<file path="src/shared/rpr_pkg.sv">
/*
 package for the remote parameter request framer: frame offsets, codes,
 register map, reset values and the forwarded request descriptor.
 assumes frame offsets count from the start delimiter at offset zero.
*/
package rpr_pkg;
   // serial framing
   localparam logic [7:0]  DELIM          = 8'h7e;
   localparam logic [7:0]  CSUM_GOOD      = 8'hff;
   localparam logic [7:0]  REQ_TYPE       = 8'h17;
   // frame offsets
   localparam logic [15:0] OFS_TYPE       = 16'h0003;
   localparam logic [15:0] OFS_ID         = 16'h0004;
   localparam logic [15:0] OFS_DST64_MSB  = 16'h0005;
   localparam logic [15:0] OFS_DST64_LSB  = 16'h000c;
   localparam logic [15:0] OFS_DST16_MSB  = 16'h000d;
   localparam logic [15:0] OFS_DST16_LSB  = 16'h000e;
   localparam logic [15:0] OFS_OPT        = 16'h000f;
   localparam logic [15:0] OFS_CMD_HI     = 16'h0010;
   localparam logic [15:0] OFS_CMD_LO     = 16'h0011;
   localparam logic [15:0] OFS_PARAM      = 16'h0012;
   localparam logic [15:0] LEN_TO_LAST    = 16'h0002;
   localparam logic [15:0] HDR_BYTES      = 16'h000f;
   // option bits and codes
   localparam logic [7:0]  OPT_NO_ACK     = 8'h01;
   localparam logic [7:0]  OPT_APPLY      = 8'h02;
   localparam logic [7:0]  OPT_EXT_TO     = 8'h40;
   localparam logic [63:0] COORD_ADDR     = 64'h0000000000000000;
   localparam logic [15:0] DST16_UNKNOWN  = 16'hfffe;
   localparam logic [15:0] COMMIT_CMD     = 16'h4143;
   localparam logic [7:0]  NO_RESPONSE_ID = 8'h00;
   // sizes
   localparam int          PARAM_MAX      = 16;
   localparam int          FIFO_DEPTH     = 16;
   // register map
   localparam logic [3:0]  ADDR_CTRL      = 4'h0;
   localparam logic [3:0]  ADDR_STAT      = 4'h4;
   localparam logic [3:0]  ADDR_GOOD      = 4'h8;
   localparam logic [3:0]  ADDR_BAD       = 4'hc;
   localparam logic [31:0] CTRL_RESET     = 32'h00000001;
   localparam int          CTRL_EN_BIT    = 0;

   typedef struct packed {
      logic [7:0]  frame_id;
      logic        respond;
      logic [63:0] dest64;
      logic        to_coord;
      logic [15:0] dest16;
      logic        dest16_unknown;
      logic        no_ack;
      logic        ext_timeout;
      logic        apply;
      logic        commit;
      logic        is_write;
      logic [15:0] command;
      logic [7:0]  param_len;
   } req_t;
endpackage : rpr_pkg

</file>
<file path="src/hdl/byte_fifo.sv">
/*
 synchronous fifo with valid/ready on both sides.
 assumes one clock; full and empty come from an occupancy count.
*/
`timescale 1ns/1ps
`default_nettype none
module byte_fifo #(
   parameter int WIDTH = 8,
   parameter int DEPTH = 16
) (
   input  wire logic             clk,
   input  wire logic             rst,
   input  wire logic             in_valid,
   output logic                  in_ready,
   input  wire logic [WIDTH-1:0] in_data,
   output logic                  out_valid,
   input  wire logic             out_ready,
   output logic      [WIDTH-1:0] out_data
);
   localparam int AW = $clog2(DEPTH);

   logic [WIDTH-1:0] mem [DEPTH];
   logic [AW-1:0]    wr_ptr_reg;
   logic [AW-1:0]    rd_ptr_reg;
   logic [AW:0]      count_reg;
   logic             push;
   logic             pop;

   assign in_ready  = (count_reg != (AW+1)'(DEPTH));
   assign out_valid = (count_reg != '0);
   assign out_data  = mem[rd_ptr_reg];
   assign push      = in_valid && in_ready;
   assign pop       = out_valid && out_ready;

   always_ff @(posedge clk) begin
      if (push) begin
         mem[wr_ptr_reg] <= in_data;
      end
   end

   always_ff @(posedge clk or posedge rst) begin
      if (rst) begin
         wr_ptr_reg <= '0;
         rd_ptr_reg <= '0;
      end else begin
         // depth is a power of two, so the pointers wrap by overflow
         if (push) begin
            wr_ptr_reg <= wr_ptr_reg + AW'(1);
         end
         if (pop) begin
            rd_ptr_reg <= rd_ptr_reg + AW'(1);
         end
      end
   end

   always_ff @(posedge clk or posedge rst) begin
      if (rst) begin
         count_reg <= '0;
      end else if (push && !pop) begin
         count_reg <= count_reg + (AW+1)'(1);
      end else if (pop && !push) begin
         count_reg <= count_reg - (AW+1)'(1);
      end
   end
endmodule : byte_fifo
`default_nettype wire

</file>
<file path="src/hdl/remote_param_request_frame.sv">
/*
 parser for the remote parameter request frame arriving as a byte stream
 from the serial interface; emits a forwarding descriptor and pushes the
 parameter bytes through a fifo toward the radio transmit path.
 assumes the byte stream and register port share clk; the descriptor
 consumer and the fifo drain may stall at will.
*/
// Chosen here: the strobed register port and the register offsets.
`timescale 1ns/1ps
`default_nettype none
module remote_param_request_frame
   import rpr_pkg::*;
#(
   parameter int PARAM_BYTES = PARAM_MAX,
   parameter int BUF_DEPTH   = FIFO_DEPTH
) (
   input  wire logic        clk,
   input  wire logic        rst,
   // byte stream from the serial interface
   input  wire logic        rx_valid,
   output logic             rx_ready,
   input  wire logic [7:0]  rx_data,
   // forwarding descriptor toward the radio
   output logic             req_valid,
   input  wire logic        req_ready,
   output req_t             req,
   // parameter bytes toward the radio
   output logic             param_valid,
   input  wire logic        param_ready,
   output logic [7:0]       param_data,
   // register port
   input  wire logic [3:0]  reg_addr,
   input  wire logic [31:0] reg_wdata,
   input  wire logic        reg_wr,
   input  wire logic        reg_rd,
   output logic [31:0]      reg_rdata
);
   localparam int PW = $clog2(PARAM_BYTES);

   typedef enum logic [2:0] {
      S_DELIM, S_LEN_HI, S_LEN_LO, S_DATA, S_CSUM, S_DESC, S_PARAM
   } state_t;

   state_t      state_reg;
   logic [15:0] len_reg;
   logic [15:0] pos_reg;
   logic [7:0]  sum_reg;
   logic [7:0]  type_reg;
   logic [7:0]  id_reg;
   logic [63:0] dest64_reg;
   logic [15:0] dest16_reg;
   logic [7:0]  opt_reg;
   logic [15:0] cmd_reg;
   logic [7:0]  param_mem [PARAM_BYTES];
   logic [7:0]  pidx_reg;
   logic        pending_reg;
   logic [31:0] ctrl_reg;
   logic [15:0] good_reg;
   logic [15:0] bad_reg;
   logic        take;
   logic        csum_ok;
   logic        accept;
   logic [7:0]  plen;
   logic        fifo_in_ready;
   logic        fifo_in_valid;
   logic        desc_done;
   logic        last_param;

   function automatic logic at_ofs(input logic [15:0] pos, input logic [15:0] ofs);
      at_ofs = (pos == ofs);
   endfunction : at_ofs

   // input stalls while a decoded request is being handed on
   assign rx_ready  = (state_reg != S_DESC) && (state_reg != S_PARAM);
   assign take      = rx_valid && rx_ready;
   assign csum_ok   = (8'(sum_reg + rx_data) == CSUM_GOOD);
   assign accept    = csum_ok && (type_reg == REQ_TYPE)
                      && (len_reg >= HDR_BYTES)
                      && ctrl_reg[CTRL_EN_BIT];
   assign plen      = 8'(len_reg - HDR_BYTES);
   assign desc_done = req_valid && req_ready;
   assign last_param = (pidx_reg == plen - 8'h01);

   // frame sequencer
   always_ff @(posedge clk or posedge rst) begin
      if (rst) begin
         state_reg <= S_DELIM;
      end else begin
         case (state_reg)
            S_DELIM: begin
               if (take && rx_data == DELIM) begin
                  state_reg <= S_LEN_HI;
               end
            end
            S_LEN_HI: begin
               if (take) begin
                  state_reg <= S_LEN_LO;
               end
            end
            S_LEN_LO: begin
               if (take) begin
                  // oversize frames cannot be buffered and are dropped at once
                  if ({len_reg[7:0], rx_data} > HDR_BYTES + 16'(PARAM_BYTES)) begin
                     state_reg <= S_DELIM;
                  end else if ({len_reg[7:0], rx_data} == 16'h0000) begin
                     state_reg <= S_CSUM;
                  end else begin
                     state_reg <= S_DATA;
                  end
               end
            end
            S_DATA: begin
               if (take && pos_reg == len_reg + LEN_TO_LAST) begin
                  state_reg <= S_CSUM;
               end
            end
            S_CSUM: begin
               if (take) begin
                  state_reg <= accept ? S_DESC : S_DELIM;
               end
            end
            S_DESC: begin
               if (desc_done) begin
                  state_reg <= (plen == 8'h00) ? S_DELIM : S_PARAM;
               end
            end
            S_PARAM: begin
               if (fifo_in_ready && last_param) begin
                  state_reg <= S_DELIM;
               end
            end
            default: begin
               state_reg <= S_DELIM;
            end
         endcase
      end
   end

   // length, position and running checksum
   always_ff @(posedge clk or posedge rst) begin
      if (rst) begin
         len_reg <= '0;
         pos_reg <= '0;
         sum_reg <= '0;
      end else if (take) begin
         case (state_reg)
            S_LEN_HI: begin
               len_reg <= {8'h00, rx_data};
            end
            S_LEN_LO: begin
               len_reg <= {len_reg[7:0], rx_data};
               pos_reg <= OFS_TYPE;
               sum_reg <= '0;
            end
            S_DATA: begin
               pos_reg <= pos_reg + 16'h0001;
               sum_reg <= sum_reg + rx_data;
            end
            default: begin
               pos_reg <= pos_reg;
            end
         endcase
      end
   end

   // field capture; stale fields from short frames are never used
   always_ff @(posedge clk or posedge rst) begin
      if (rst) begin
         type_reg   <= '0;
         id_reg     <= '0;
         dest64_reg <= '0;
         dest16_reg <= '0;
         opt_reg    <= '0;
         cmd_reg    <= '0;
      end else if (take && state_reg == S_LEN_LO) begin
         type_reg <= '0;
      end else if (take && state_reg == S_DATA) begin
         if (at_ofs(pos_reg, OFS_TYPE)) begin
            type_reg <= rx_data;
         end
         if (at_ofs(pos_reg, OFS_ID)) begin
            id_reg <= rx_data;
         end
         if (pos_reg >= OFS_DST64_MSB && pos_reg <= OFS_DST64_LSB) begin
            dest64_reg <= {dest64_reg[55:0], rx_data};
         end
         if (at_ofs(pos_reg, OFS_DST16_MSB) || at_ofs(pos_reg, OFS_DST16_LSB)) begin
            dest16_reg <= {dest16_reg[7:0], rx_data};
         end
         if (at_ofs(pos_reg, OFS_OPT)) begin
            opt_reg <= rx_data;
         end
         if (at_ofs(pos_reg, OFS_CMD_HI) || at_ofs(pos_reg, OFS_CMD_LO)) begin
            cmd_reg <= {cmd_reg[7:0], rx_data};
         end
      end
   end

   // parameter bytes are held until the checksum clears the frame
   always_ff @(posedge clk) begin
      if (take && state_reg == S_DATA && pos_reg >= OFS_PARAM) begin
         param_mem[PW'(pos_reg - OFS_PARAM)] <= rx_data;
      end
   end

   always_ff @(posedge clk or posedge rst) begin
      if (rst) begin
         pidx_reg <= '0;
      end else if (state_reg == S_DESC) begin
         pidx_reg <= '0;
      end else if (state_reg == S_PARAM && fifo_in_ready) begin
         pidx_reg <= pidx_reg + 8'h01;
      end
   end

   // request always goes out over the air, nothing is applied locally
   assign req_valid          = (state_reg == S_DESC);
   assign req.frame_id       = id_reg;
   assign req.respond        = (id_reg != NO_RESPONSE_ID);
   assign req.dest64         = dest64_reg;
   assign req.to_coord       = (dest64_reg == COORD_ADDR);
   assign req.dest16         = dest16_reg;
   assign req.dest16_unknown = (dest16_reg == DST16_UNKNOWN);
   assign req.no_ack         = |(opt_reg & OPT_NO_ACK);
   assign req.ext_timeout    = |(opt_reg & OPT_EXT_TO);
   assign req.apply          = |(opt_reg & OPT_APPLY);
   assign req.commit         = (cmd_reg == COMMIT_CMD);
   assign req.is_write       = (plen != 8'h00);
   assign req.command        = cmd_reg;
   assign req.param_len      = plen;

   // pending write tracking
   always_ff @(posedge clk or posedge rst) begin
      if (rst) begin
         pending_reg <= 1'b0;
      end else if (desc_done) begin
         if (req.apply || req.commit) begin
            pending_reg <= 1'b0;
         end else if (req.is_write) begin
            pending_reg <= 1'b1;
         end
      end
   end

   assign fifo_in_valid = (state_reg == S_PARAM);

   byte_fifo #(
      .WIDTH (8),
      .DEPTH (BUF_DEPTH)
   ) u_param_fifo (
      .clk       (clk),
      .rst       (rst),
      .in_valid  (fifo_in_valid),
      .in_ready  (fifo_in_ready),
      .in_data   (param_mem[PW'(pidx_reg)]),
      .out_valid (param_valid),
      .out_ready (param_ready),
      .out_data  (param_data)
   );

   // register port
   always_ff @(posedge clk or posedge rst) begin
      if (rst) begin
         ctrl_reg <= CTRL_RESET;
      end else if (reg_wr && reg_addr == ADDR_CTRL) begin
         ctrl_reg <= {31'h00000000, reg_wdata[CTRL_EN_BIT]};
      end
   end

   always_ff @(posedge clk or posedge rst) begin
      if (rst) begin
         good_reg <= '0;
         bad_reg  <= '0;
      end else begin
         if (desc_done) begin
            good_reg <= good_reg + 16'h0001;
         end
         if (take && state_reg == S_CSUM && (!csum_ok || len_reg < HDR_BYTES)) begin
            bad_reg <= bad_reg + 16'h0001;
         end
      end
   end

   always_ff @(posedge clk or posedge rst) begin
      if (rst) begin
         reg_rdata <= '0;
      end else if (reg_rd) begin
         case (reg_addr)
            ADDR_CTRL: reg_rdata <= ctrl_reg;
            ADDR_STAT: reg_rdata <= {27'h0000000, 3'(state_reg), rx_ready, pending_reg};
            ADDR_GOOD: reg_rdata <= {16'h0000, good_reg};
            ADDR_BAD:  reg_rdata <= {16'h0000, bad_reg};
            default:   reg_rdata <= 32'h00000000;
         endcase
      end else begin
         reg_rdata <= 32'h00000000;
      end
   end
endmodule : remote_param_request_frame
`default_nettype wire

</file>
<file path="config.mk">
export PLATFORM = sky130hd
export DESIGN_NAME = remote_param_request_frame
export DESIGN_NICKNAME = d
export VERILOG_FILES = /design/src/shared/rpr_pkg.sv /design/src/hdl/byte_fifo.sv /design/src/hdl/remote_param_request_frame.sv
export SDC_FILE = /design/constraint.sdc
export NUM_CORES = 1
export LEC_CHECK = 0
export ABC_AREA = 1
export BUFFER_PORTS_ARGS = -buffer_cell sky130_fd_sc_hd__buf_2
export CORE_MARGIN = 2
export CORE_UTILIZATION = 60
export DETAILED_ROUTE_END_ITERATION = 10
export GPL_ROUTABILITY_DRIVEN = 0
export PLACE_DENSITY = 0.9
export SYNTH_ARGS = -nofsm -noshare
export SYNTH_HDL_FRONTEND = slang
export SYNTH_HIERARCHICAL = 1
export SYNTH_SLANG_ARGS = --single-unit
</file>
<file path="constraint.sdc">
create_clock -name clk -period 9.6 [get_ports clk]
set_clock_uncertainty 0.2 [all_clocks]
set_input_delay 0.96 -clock clk [delete_from_list [all_inputs] [get_ports clk]]
set_output_delay 0.96 -clock clk [all_outputs]
set_load 0.05 [all_outputs]
</file>
# After elaboration in Yosys (flattened, before gate mapping)
# Memory sizes are Yosys's and may differ from the RTL's.
# Index checks and enable logic that the tools add are counted.
# W data, S select, Z words.
dict set report classes {
  addsub 13
  muxes 30
  n_eq_ne 33
  order_cmp 6
  reduce_logical 52
  bitwise_logic 1
}
# cell n
set ops {}
lappend ops {{$logic_not A64 Y1} 1}
lappend ops {{$pmux W16 S2} 2}
lappend ops {{$pmux W16 S4} 1}
lappend ops {{$add A16 B1 Y16 const B} 3}
lappend ops {{$eq A16 B4 Y1 const B} 3}
lappend ops {{$mux W8} 5}
lappend ops {{$mux W3} 11}
lappend ops {{$eq A16 B5 Y1 const B} 2}
lappend ops {{$mux W32} 1}
lappend ops {{$pmux W3 S7} 1}
lappend ops {{$logic_and A1 B1 Y1} 20}
lappend ops {{$add A16 B2 Y16 const B} 1}
lappend ops {{$eq A16 B15 Y1 const B} 1}
lappend ops {{$eq A16 B16 Y1} 1}
lappend ops {{$eq A16 B16 Y1 const B} 1}
lappend ops {{$eq A16 B2 Y1 const B} 1}
lappend ops {{$eq A16 B3 Y1 const B} 1}
lappend ops {{$ge A16 B3 Y1 const B} 1}
lappend ops {{$ge A16 B4 Y1 const B} 1}
lappend ops {{$ge A16 B5 Y1 const B} 1}
lappend ops {{$gt A16 B5 Y1 const B} 1}
lappend ops {{$le A16 B4 Y1 const B} 1}
lappend ops {{$logic_not A16 Y1} 1}
lappend ops {{$lt A16 B4 Y1 const B} 1}
lappend ops {{36 further kinds} 72}
dict set report word_totals {
  register_bits 249
  word_cells 156
  out_inout_bits 163
  memories 2
  ram_bits 256
}
# name depth word_bits read_ports rd_clocked_by_memory_dff wr line
set memory_table {}
lappend memory_table {param_mem 16 8 1 0 1 remote_param_request_frame.sv:54} ;# logic [7:0] param_mem [PARAM_BYTES];
lappend memory_table {u_param_fifo.mem 16 8 1 0 1 byte_fifo.sv:22} ;# logic [WIDTH-1:0] mem [DEPTH];

# Depth between registers and ports, before layout
dict set report depth {
  word_depth 8
  ltp_mapped 17
  mapped_depth_nobuf 17
}

# Modules after synthesis
# The synthesis kept the hierarchy.
# module area_per_inst_um2 seq_area_each_um2 instances cells_per_inst
set modules_own_cells {}
lappend modules_own_cells {remote_param_request_frame 16080.4 9250.1 1 1741}
lappend modules_own_cells {byte_fifo 6214.7 4169.0 1 619}

# Worst setup path after synthesis
# OpenSTA, ideal clock, no wires.
dict set report synth_path {
  path_kind {flip-flop to output port}
  start {register dest64_reg[5]}
  end {output port req[46] (netlist name)}
  path_buffers 0
  required_ns 8.440
  arrival_ns 2.563
  stages_incl_launch_ff 4
  setup_slack_ns 5.877
  cell_sequence {dfrtp_1 -> nor4_1 -> nand4_1 -> nor4_1}
}
# item line
set synth_lines {}
lappend synth_lines {{start, declared} remote_param_request_frame.sv:50} ;# logic [63:0] dest64_reg;
lappend synth_lines {{start signal, assigned} remote_param_request_frame.sv:185} ;# dest64_reg <= {dest64_reg[55:0], rx_data};
lappend synth_lines {{end, declared} remote_param_request_frame.sv:26} ;# output req_t req,

# Final worst setup path
dict set report layout_path {
  start {register u_param_fifo.rd_ptr_reg[0]}
  end {output port param_data[1]}
}
dict set report layout_between {
  elab_chain_cells 1
}
# item line
set layout_lines {}
lappend layout_lines {{start, declared} byte_fifo.sv:24} ;# logic [AW-1:0] rd_ptr_reg;
lappend layout_lines {{start signal, assigned} byte_fifo.sv:51} ;# rd_ptr_reg <= rd_ptr_reg + AW'(1);
lappend layout_lines {{$mem_v2 Z16 W8} -}
lappend layout_lines {{end, declared} remote_param_request_frame.sv:30} ;# output logic [7:0] param_data,
# Every way passes these cells.

==> impl_metrics.yaml <==
status:
  status: "finished, final reports clean"
pwr:
  seqPwrFrac: 0.379
  internal-power_w: 0.00431
  pwr-share-comb: 0.366
  p_leak_nw: 11.2
  pwr_density_cell_mw_per_mm2: 296
  pwr-share-clk: 0.255
  switching_share: 0.416
  power_switching_w: 0.00307
  vdd_ir_drop_max_mv: 0.228
  finalPower_w: 0.00738
finish:
  area_growth_pct: 11.8
  multiInputGateArea_sq_mm: 0.00754
  regArea_sq_mm: 0.0134
  nets: 2584
  fill_cells: 2503
  final_cells: 3008
  layout-drive-gt1-share: 0.113
  final_util: 0.681
critical_path:
  crit_fanout: 82
  ff2ff_path_depth: 11
  worstPathArrival_ns: 3.12
  worstSetupPathType: "flop to primary output"
  worstSetupStartpointType: "flop"
  ff2ff_setup_slack_ns: 5.81
  endpoint_kind: "primary output"
  reg2reg_to: "dest64_reg[27]"
  rr_startpoint: "pos_reg[12]"
  cp.required_ns: 8.44
sta:
  fmax_ghz: 0.234
  setup_tns_ns: 0
  rsz0062_at_grt: "no"
  final_hold_viol_count: 0
  finalCritPeriodShare: 0.446
  finalSetupViolCount: 0
  finalMaxSlewViolations: 0
  fin_hold_ws_ns: 0.278
  relSlewSlack: 0.242
  finalCriticalPeriod_ns: 4.28
  worst_pin_slew_ns: 1.13
clock_tree:
  path_clk_slew_ns: 0.06
  cts_hold_buf: 0
  numCtsBuffers: 48
  cts_resized: 0
  post_cts_buffers: 0
  tritoncts: "yes"
  clock_path_buffers: 3
  clkSinkCount: 485
  root_buffer: "clkbuf_16"
  clock_latency_ns: 0.58
  htree_levels: 2
floorplanning:
  initial_core_util: 0.609
  die-area_sq_mm: 0.0387
  design.core.area_sq_mm: 0.0366
  die_h_um: 197
  dieWidth_um: 197
  ioPinCount: 214
  std_cell_rows: 70
placed_design:
  portBuffers: 166
  place_inst: 2918
  place_hpwl_mm: 35.9
logic_synthesis:
  ys.warnings.count: 6
  yosys.area.top_type: "edfxtp_1"
  post-synth-top-count-cell: "nand2_1"
  synth_edf_count: 256
  synth_common_cells: "638 x nand2_1, 256 x edfxtp_1, 235 x nor2_1"
  ys_seq_elements: 485
  seq_area_frac_synth: 0.602
  async_reset_ff_frac: 0.472
  yosys.cell_types.count: 51
  netlist_top_cells_area: "edfxtp_1 34%, dfrtp_1 26%, nand2_1 11%, nor2_1 4.0%, inv_1 3.9%"
  netlist_instances: 2360
  synth_top_area_share: 0.345
  synth_ff_type: "edfxtp_1"
  postSynthAreaPerCell_sq_um: 9.45
  syn_area_sq_mm: 0.0223
drt:
  ant_nets: 0
  drt-total-wl_mm: 55.3
  initialDrtViolationCount: 1995
  post_drt_wl_per_cell_um: 18.4
  avgViaCountPerCell: 5.95
  dr.pass1.iters: 8
  drc_errors: 0
  via_count: 17900
flow_run:
  drv_cap: 0
hold_path:
  hold_class: "input port to async pin"
grt:
  grt-ovfl-total: 0
  grt_max_degree: 141
  grt_pass1_wl_mm: 88.2
  grt_usage: 0.285
  antenna_found_initial: 1
  first_global_vias: 17500
worst max path at each step:
stage,end,from
3_5_place_dp,bad_reg[9],rx_data[0]
4_1_cts,param_data[0],u_param_fifo/rd_ptr_reg[0]
2_1_floorplan,bad_reg[0],rst
5_1_grt,param_data[4],u_param_fifo/rd_ptr_reg[0]
6_report,param_data[1],u_param_fifo/rd_ptr_reg[0]
3_3_place_gp,bad_reg[9],rx_data[0]
power groups by stage:
stage,Clock [W],Combinational [W],Sequential [W]
final,0.00188,0.00270,0.00280
after detailed placement,0,0.00265,0.00282
after global placement,0,0.00251,0.00280
after floorplan,0,0.00180,0.00296
after CTS,0.00189,0.00267,0.00279
after global routing,0.00197,0.00295,0.00282
layout by cell type, fill, tap and decap left out, drive strengths merged, types with 2 or more instances in the layout:
cell and instances:
o21ai 203, nand3b 5, a211oi 2, or2 3
o21bai 2, dfrtp 228, nor4 29, o221ai 15
a21oi 34, nor3 29, o211ai 3, edfxtp 256
conb 16, mux2 4, a22o 5, clkinv 9
nand3 158, nor2 240, a31oi 2, fa 2
xor2 34, nand2 646, clkbuf 77, xnor2 14
ha 31, bufinv 2, buf 173, inv 241
o22ai 36, nand4 32
kinds of logic (layout without fill, tap and decap cells):
logic type / count (synthesis) / after routing / share of synthesized area
mux: 4 / 4 / 0.00202
fa+ha+maj: 33 / 33 / 0.0192
xor+xnor: 49 / 49 / 0.0199
simple gates: 1143 / 1143 / 0.217
flops: 485 / 485 / 0.602
other cells: 1 / 17 / 0.000168
compound gates: 307 / 307 / 0.0774
buf+inv: 338 / 502 / 0.0626
per-layer routing:
metal  up-vias  routed length, um  global-route usage
li1       8108                  -                   -
met1      8537              20600               0.354
met2      1054              27700               0.495
met3       184               4910              0.0518
met4         0               2180               0.118
met5         -                  0                   0
critical path, cell delays in order, from the launching register on:
cell and delay (ns):
dfrtp_2 0.34, buf_4 0.64, inv_2 0.60, nand2_1 0.21, nand3_1 0.12, nand3_1 0.17, nand2_1 0.10, nand2_1 0.07
buf_2 0.25
area by class of cell:
cell class / count / share of cell area
inverters: 240 / 0.0365
flip-flops and latches: 485 / 0.539
diodes: 1 / 0.000100
clock inverters: 12 / 0.00502
multi-input cells: 1552 / 0.303
well taps: 468 / 0.0235
repair buffers: 173 / 0.0355
clock buffers: 77 / 0.0583
through the flow:
stage               setup slack [ns]  instance area [sq um]
global route                    5.18                  24900
finish                          5.32                  24900
detailed placement              5.88                  23300
CTS                             5.38                  24900
global placement                5.98                  23300
floorplan                       2.53                  22400
No activity file was read; power rests on OpenSTA's default activity.
